--- src/rtl/bsp_pkg.sv ---
// bsp_pkg: constants and types for the boot self-program flash sequencer
// assumes: single 50 MHz clock, synchronous active-high reset
package bsp_pkg;
	// program counter and page layout
	localparam int COUNTER_TOP_BIT = 12;
	localparam int WORD_INDEX_TOP_BIT = 5;
	localparam int POINTER_COUNTER_TOP_BIT = 13;
	localparam int POINTER_WORD_INDEX_TOP_BIT = 6;
	localparam int PAGE_WORDS = 64;
	localparam int PAGE_COUNT = 128;
	// region limits
	localparam logic [12:0] BLOCKED_REGION_START = 13'h1C00;
	localparam logic [12:0] BOOT_START_128 = 13'h1F80;
	localparam logic [12:0] BOOT_START_256 = 13'h1F00;
	localparam logic [12:0] BOOT_START_512 = 13'h1E00;
	localparam logic [12:0] BOOT_START_1024 = 13'h1C00;
	// register offsets on the plain port
	localparam logic [3:0] OFS_CONTROL = 4'h0;
	localparam logic [3:0] OFS_POINTER_LO = 4'h1;
	localparam logic [3:0] OFS_POINTER_HI = 4'h2;
	localparam logic [3:0] OFS_DATA_LO = 4'h3;
	localparam logic [3:0] OFS_DATA_HI = 4'h4;
	localparam logic [3:0] OFS_STATUS = 4'h5;
	// control register bit positions
	localparam int BIT_ENABLE = 0;
	localparam int BIT_ERASE = 1;
	localparam int BIT_WRITE = 2;
	localparam int BIT_REENABLE = 4;
	localparam int BIT_BUSY = 6;
	localparam logic [7:0] CONTROL_RESET = 8'h00;
	// timing
	localparam int CLK_MHZ = 50;
	localparam int ARM_WINDOW_CYCLES = 4;
	localparam int PROG_TIME_US = 4500;
	localparam int PROG_CYCLES = PROG_TIME_US * CLK_MHZ;
	localparam int REENABLE_CYCLES = 1;

	typedef enum logic [2:0] {
		BSP_IDLE = 3'b000,
		BSP_ARMED = 3'b001,
		BSP_ERASE = 3'b010,
		BSP_WRITE = 3'b011,
		BSP_FILL = 3'b100,
		BSP_REEN = 3'b101
	} bsp_state_e;

	// page number from pointer bits 13..7
	function automatic logic [6:0] bsp_page_of(input logic [15:0] p);
		return p[POINTER_COUNTER_TOP_BIT:POINTER_WORD_INDEX_TOP_BIT+1];
	endfunction : bsp_page_of

	// word index from pointer bits 6..1
	function automatic logic [5:0] bsp_word_of(input logic [15:0] p);
		return p[POINTER_WORD_INDEX_TOP_BIT:1];
	endfunction : bsp_word_of
endpackage : bsp_pkg

--- src/rtl/bsp_buf_if.sv ---
// bsp_buf_if: write/read port of the temporary page buffer
// assumes: one clock, driven by the sequencer only
`timescale 1ns/1ps
`default_nettype none
interface bsp_buf_if;
	logic wr_en;
	logic [5:0] wr_addr;
	logic [15:0] wr_data;
	logic [5:0] rd_addr;
	logic [15:0] rd_data;
	modport ctrl (output wr_en, output wr_addr, output wr_data,
		output rd_addr, input rd_data);
	modport mem (input wr_en, input wr_addr, input wr_data,
		input rd_addr, output rd_data);
endinterface : bsp_buf_if
`default_nettype wire

--- src/rtl/bsp_page_buf.sv ---
// bsp_page_buf: 64-word temporary page buffer, registered read data
// assumes: sys_clk_i shared with the sequencer
`timescale 1ns/1ps
`default_nettype none
module bsp_page_buf
	import bsp_pkg::*;
(
	input wire logic sys_clk_i,
	bsp_buf_if.mem bus
);
	logic [15:0] mem [PAGE_WORDS];
	// write then registered read
	always_ff @(posedge sys_clk_i)
	begin
		if (bus.wr_en)
			mem[bus.wr_addr] <= bus.wr_data;
		bus.rd_data <= mem[bus.rd_addr];
	end
endmodule : bsp_page_buf
`default_nettype wire

--- src/rtl/bsp_flash_seq.sv ---
// bsp_flash_seq: self-programming sequencer for on-chip program flash
// assumes: cpu drives the plain register port and pulses spm_exec_i
// What this block and its software do
// program counter is 13 bits, words 0x0000 to 0x1FFF
// page holds 64 words: word index pc 5..0, page pc 12..6
// counter bit n maps to pointer bit n+1
// erase and write take page from pointer bits 13..7
// pointer bits 6..1 select buffer word; zero on page write
// pointer bits 15..14 are ignored
// pointer bit 0 is ignored on load and for flash writes
// boot size setting picks 128..1024 word region ending at 0x1FFF
// readable region 0x0000-0x1BFF, blocked region 0x1C00-0x1FFF
// during erase or write only blocked region code is fetchable
// software waits for enable bit zero before new command
// software waits for eeprom write idle before writing control
// software disables interrupts around the timed write
// erase plus enable then write instruction erases pointer page
// enable alone stores r1:r0 into buffer at pointer word
// write plus enable then instruction programs buffer into page
// busy flag reads one until re-enable command clears it
// routine issuing the write instruction lives in boot region
// write instruction within four cycles or command discarded
// eeprom write in progress blocks all flash programming
// enable bit clears when the operation completes
// busy set at erase/write start, held until re-enable done
`timescale 1ns/1ps
`default_nettype none
module bsp_flash_seq
	import bsp_pkg::*;
#(
	parameter int PROG_CYCLES_P = PROG_CYCLES
)
(
	input wire logic sys_clk_i,
	input wire logic rst_i,
	input wire logic [3:0] addr_i,
	input wire logic [7:0] wdata_i,
	input wire logic wr_i,
	input wire logic rd_i,
	output logic [7:0] rdata_o,
	input wire logic spm_exec_i,
	input wire logic eeprom_write_active_i,
	input wire logic [1:0] boot_region_size_setting_i,
	input wire logic [12:0] fetch_addr_i,
	output logic fetch_allow_o,
	output logic [12:0] boot_start_o,
	output logic flash_erase_o,
	output logic flash_write_o,
	output logic [6:0] flash_page_o,
	output logic [5:0] flash_word_o,
	output logic [15:0] flash_data_o,
	input wire logic flash_done_i
);
	typedef struct packed {
		bsp_state_e st;
		logic [7:0] ctrl;
		logic [15:0] ptr;
		logic [15:0] data;
		logic [2:0] win;
		logic [22:0] tmr;
		logic [7:0] rdata;
		logic [6:0] page;
		logic [5:0] word;
		logic busy;
		logic erase;
		logic write;
	} bsp_state_s;

	bsp_state_s s_reg, s_next;
	bsp_buf_if bif ();

	bsp_page_buf u_buf (
		.sys_clk_i(sys_clk_i),
		.bus(bif.mem)
	);

	// boot start address from the size setting
	function automatic logic [12:0] boot_start(input logic [1:0] sz);
		case (sz)
			2'b11: return BOOT_START_128;
			2'b10: return BOOT_START_256;
			2'b01: return BOOT_START_512;
			default: return BOOT_START_1024;
		endcase
	endfunction : boot_start

	// sequencer next state
	always_comb
	begin
		s_next = s_reg;
		s_next.erase = 1'b0;
		s_next.write = 1'b0;
		s_next.rdata = 8'h00;
		// register reads, data one cycle later
		if (rd_i)
		begin
			case (addr_i)
				OFS_CONTROL: s_next.rdata = {s_reg.ctrl[7], s_reg.busy,
					s_reg.ctrl[5:0]};
				OFS_POINTER_LO: s_next.rdata = s_reg.ptr[7:0];
				OFS_POINTER_HI: s_next.rdata = s_reg.ptr[15:8];
				OFS_DATA_LO: s_next.rdata = s_reg.data[7:0];
				OFS_DATA_HI: s_next.rdata = s_reg.data[15:8];
				OFS_STATUS: s_next.rdata = {5'h00, s_reg.st};
				default: s_next.rdata = 8'h00;
			endcase
		end
		// register writes
		if (wr_i)
		begin
			case (addr_i)
				OFS_POINTER_LO: s_next.ptr[7:0] = wdata_i;
				OFS_POINTER_HI: s_next.ptr[15:8] = wdata_i;
				OFS_DATA_LO: s_next.data[7:0] = wdata_i;
				OFS_DATA_HI: s_next.data[15:8] = wdata_i;
				OFS_CONTROL:
					// eeprom write blocks command; busy bit is read-only
					if (s_reg.st == BSP_IDLE && !eeprom_write_active_i
						&& wdata_i[BIT_ENABLE])
					begin
						s_next.ctrl = {wdata_i[7], 1'b0, wdata_i[5:0]};
						s_next.st = BSP_ARMED;
						s_next.win = 3'(ARM_WINDOW_CYCLES);
					end
				default: ;
			endcase
		end
		case (s_reg.st)
			BSP_IDLE: ;
			BSP_ARMED:
			begin
				if (spm_exec_i)
				begin
					// pointer bits 15..14 ignored, bit 0 ignored
					s_next.page = bsp_page_of(s_reg.ptr);
					s_next.word = bsp_word_of(s_reg.ptr);
					if (s_reg.ctrl[BIT_ERASE])
					begin
						s_next.st = BSP_ERASE;
						s_next.erase = 1'b1;
						s_next.busy = 1'b1;
						s_next.tmr = 23'(PROG_CYCLES_P);
					end
					else if (s_reg.ctrl[BIT_WRITE])
					begin
						s_next.st = BSP_WRITE;
						s_next.busy = 1'b1;
						s_next.word = 6'h00;
						s_next.tmr = 23'(PAGE_WORDS);
					end
					else if (s_reg.ctrl[BIT_REENABLE])
						s_next.st = BSP_REEN;
					else
						s_next.st = BSP_FILL;
				end
				else if (s_reg.win == 3'h1)
				begin
					s_next.st = BSP_IDLE;
					s_next.ctrl = CONTROL_RESET;
				end
				else
					s_next.win = s_reg.win - 3'h1;
			end
			BSP_FILL:
			begin
				s_next.st = BSP_IDLE;
				s_next.ctrl = CONTROL_RESET;
			end
			BSP_ERASE:
			begin
				if (s_reg.tmr != 23'h0)
					s_next.tmr = s_reg.tmr - 23'h1;
				if (flash_done_i || s_reg.tmr == 23'h1)
				begin
					s_next.st = BSP_IDLE;
					s_next.ctrl = CONTROL_RESET;
				end
			end
			BSP_WRITE:
			begin
				// stream buffer words out, one per cycle
				s_next.write = s_reg.tmr != 23'h0;
				if (s_reg.tmr != 23'h0)
				begin
					s_next.tmr = s_reg.tmr - 23'h1;
					s_next.word = s_reg.word + 6'h1;
				end
				else
				begin
					s_next.st = BSP_IDLE;
					s_next.ctrl = CONTROL_RESET;
				end
			end
			BSP_REEN:
			begin
				s_next.busy = 1'b0;
				s_next.st = BSP_IDLE;
				s_next.ctrl = CONTROL_RESET;
			end
			default: s_next.st = BSP_IDLE;
		endcase
	end

	// buffer port
	always_comb
	begin
		bif.wr_en = s_reg.st == BSP_ARMED && spm_exec_i
			&& s_reg.ctrl[3:1] == 3'h0 && !s_reg.ctrl[BIT_REENABLE];
		bif.wr_addr = bsp_word_of(s_reg.ptr);
		bif.wr_data = s_reg.data;
		bif.rd_addr = s_reg.word;
	end

	always_ff @(posedge sys_clk_i)
	begin
		if (rst_i)
		begin
			s_reg <= '0;
			s_reg.st <= BSP_IDLE;
		end
		else
			s_reg <= s_next;
	end

	// fetch gating and outputs
	always_comb
	begin
		// blocked region only while busy
		fetch_allow_o = !s_reg.busy
			|| fetch_addr_i >= BLOCKED_REGION_START;
		boot_start_o = boot_start(boot_region_size_setting_i);
	end

	assign rdata_o = s_reg.rdata;
	assign flash_erase_o = s_reg.erase;
	assign flash_write_o = s_reg.write;
	assign flash_page_o = s_reg.page;
	assign flash_word_o = s_reg.word - 6'h1;
	assign flash_data_o = bif.rd_data;
endmodule : bsp_flash_seq
`default_nettype wire

--- config.mk ---
export PLATFORM = sky130hd
export DESIGN_NAME = bsp_flash_seq
export DESIGN_NICKNAME = d
export VERILOG_FILES = /design/src/rtl/bsp_pkg.sv /design/src/rtl/bsp_buf_if.sv /design/src/rtl/bsp_page_buf.sv /design/src/rtl/bsp_flash_seq.sv
export SDC_FILE = /design/constraint.sdc
export NUM_CORES = 1
export LEC_CHECK = 0
export ABC_CLOCK_PERIOD_IN_PS = 3700
export BUFFER_PORTS_ARGS = -buffer_cell sky130_fd_sc_hd__buf_4
export CAP_MARGIN = 10
export CORE_ASPECT_RATIO = 1.25
export CORE_MARGIN = 1.5
export CORE_UTILIZATION = 60
export CTS_BUF_LIST = sky130_fd_sc_hd__clkbuf_16
export DETAILED_ROUTE_END_ITERATION = 12
export GPL_TIMING_DRIVEN = 0
export HOLD_SLACK_MARGIN = 0.08
export PLACE_DENSITY = 0.77
export SKIP_LAST_GASP = 1
export SYNTH_ARGS = -nofsm -noshare
export SYNTH_HDL_FRONTEND = slang
export SYNTH_SLANG_ARGS = --single-unit
--- constraint.sdc ---
create_clock -name sys_clk_i -period 3.7 [get_ports sys_clk_i]
set_input_delay 0.74 -clock sys_clk_i [delete_from_list [all_inputs] [get_ports sys_clk_i]]
set_output_delay 0.74 -clock sys_clk_i [all_outputs]
set_load 0.05 [all_outputs]
==> metrics.yaml <==
outcome:
  status: "finished, violations left"
  failed_checks: "setup timing"
setup_path:
  worstPathRequired_ns: 4.21
  start_kind: "flop"
  r2r_setup_slack_ns: -0.08
  r2r_start: "bif.rd_addr[1]$_SDFFE_PP0P_"
  worstPathMaxFanout: 10
  crit_arrival_ns: 4.29
  cp-end-kind: "flop"
  critPathKind: "reg2reg"
  startpoint: "bif.rd_addr[1]$_SDFFE_PP0P_"
placed_design:
  buffer_ports.inserted: 61
  placedCellCount: 3480
  dp_hpwl_mm: 78.4
  gp_congestion: 0.930
floorplanning:
  die-area_um2: 75600
  num_rows: 111
  start_util: 0.605
  io_pins: 87
  die_x_um: 246
  core_um2: 73300
  die_h_um: 307
clock_network:
  clock_sinks: 1132
  path_clk_slew_ns: 0.07
  cts_root_buffer: "clkbuf_16"
  cts_made_buffers: 103
  cts_hold_buf: 0
  htreeDepth: 3
  clk_latency_ns: 0.70
  cts_buffer_depth: 3
  cts_tree: "yes"
job:
  max_cap_violations: 0
cells_and_area:
  area_growth_pct: 14.2
  final_cells: 3669
  layout_commonest_cell: "edfxtp_1"
  largest_register_ffs: 1024
  final_cell_mix: "edfxtp_1, mux4_2, mux2i_1, nand2_1, buf_4"
  diodes: 0
  drive_gt1_frac: 0.253
  final_nets: 2667
  fillCellCount: 4490
timing:
  rsz0062_at_grt: "yes"
  worst_clock_skew_ns: 0.0351
  relSlewSlack: 0.175
  timing.final.crit_period_ns: 3.78
  setup_ws_ns: -0.0792
  hold_viol: 0
  tns_ns: -0.158
  tightest_slew_ns: 1.24
  fin_crit_sh: 1.02
  slew_violations: 0
  setup_viol_count_final: 3
  fmax_mhz: 265
global_route:
  grt_max_degree: 58
  antenna_found_initial: 1
  grt_pass1_vias: 25000
  grt_pass1_wl_mm: 168
  track_usage: 0.315
  overflow: 0
power_and_ir_drop:
  pwr_density_cell_nw_per_um2: 491
  finalPower_uw: 24900
  p_leak_uw: 0.0144
  ir_worst_vdd_uv: 406
synth:
  synthArstFlopShare: 0
  synth_area_leaders: "edfxtp_1, mux4_2, dfxtp_1"
  synth_enable_flop_cells: 1024
  yosysWarnings: 0
  synth_top_area_frac: 0.693
  synth_top_cell_by_area: "edfxtp_1"
  ys_seq_elements: 1132
  ys_types: 76
  ys.flop_type: "edfxtp_1"
  ys_seq_area_frac: 0.742
  avgSynthCellArea_um2: 18.6
  synth_cells: 2388
  syn_area_um2: 44400
drt:
  drtAntennaViolNets: 0
  totalWireLength_mm: 117
  drt_iter0_drc: 3442
  via_per_inst: 6.80
  wl_per_cell_um: 31.8
  drc: 0
  vias: 24900
  drt-pass1-iter-count: 9
worst_hold_path:
  hp-start: "wdata_i[7]"
  hold_class: "in2reg"
## cell type report
class / instances / area [um2] / area share
Clock inverter: 80 / 737 / 0.0145
Sequential cell: 1132 / 32900 / 0.650
Timing Repair Buffer: 128 / 1460 / 0.0287
Clock buffer: 107 / 2680 / 0.0528
Multi-Input combinational cell: 1079 / 10700 / 0.212
Buffer: 170 / 911 / 0.0180
Tap cell: 960 / 1200 / 0.0237
Inverter: 13 / 53.8 / 0.00106
## cell usage after synthesis (all sizes together) (7+ instances only)
master / number
o211ai: 17
or3: 13
nor3: 28
nor2: 96
o21ai: 24
dfxtp: 108
and2: 8
a31oi: 9
clkbuf: 67
a21oi: 68
o2bb2ai: 9
a221oi: 30
a311oi: 9
a211oi: 7
o32ai: 10
mux4: 211
a222oi: 10
mux2i: 127
nand2: 121
edfxtp: 1024
inv: 11
nand3: 69
buf: 105
nand3b: 7
a22oi: 78
a22o: 25
nor2b: 12
## power breakdown
part | leakage (uW) | switching, uW | internal (uW)
sequential | 0.00863 | 25.1 | 13800
combinational | 0.00402 | 201 | 81.1
clock | 0.00175 | 4590 | 6200
total | 0.0144 | 4820 | 20100
## what timing repair did
item,4_1_cts,5_1_grt
setup buffers,1,3
gates resized for setup,17,14
setup endpoints to repair,13,53
pin swaps,0,1
## worst max-delay path, cell delays in order, from the launching register on
cell and delay, ns:
dfxtp_1 0.33, buf_2 0.26, buf_2 0.34, buf_1 0.87, mux4_2 0.43, nand2_1 0.09
a21oi_1 0.19, a311oi_1 0.84, o2bb2ai_1 0.23
## through the flow
step | hold slack (ns) | utilization | cell area [um2] | setup slack (ns)
5_1_grt | 0.337 | 0.691 | 50700 | -0.0181
6_report | 0.336 | 0.691 | 50700 | -0.0792
4_1_cts | 0.335 | 0.691 | 50600 | -0.0375
2_1_floorplan | 0.424 | - | 44400 | 0.187
3_3_place_gp | 0.437 | 0.628 | 46100 | -0.638
3_5_place_dp | 0.447 | 0.643 | 47200 | -0.366
## layer usage
metal	track usage	vias up	part of all wire
met4	0.165	0	0.060
li1	-	10200	-
met5	0	-	0
met1	0.409	12600	0.35
met2	0.509	1764	0.49
met3	0.0585	327	0.10
## kinds of logic after synthesis
logic type | after synthesis | share of synthesized area
fa+ha+maj | 6 | 0.00169
compound gates | 325 | 0.0539
other cells | 2 | 0.000169
xor+xnor | 7 | 0.00138
simple gates | 390 | 0.0438
mux | 341 | 0.136
buf+inv | 185 | 0.0209
flops | 1132 | 0.742
## final timing paths
path / to / cells past startpoint
setup / recovery: u_buf.bus.rd_data[8]$_DFF_P_ / 8
hold / removal: s_reg[73]$_SDFFE_PP0P_ / 3
setup reg to reg: u_buf.bus.rd_data[8]$_DFF_P_ / 8
hold reg to reg: s_reg[46]$_SDFFE_PP0P_ / 1
Note: power is estimated with default switching activity, not from simulation.
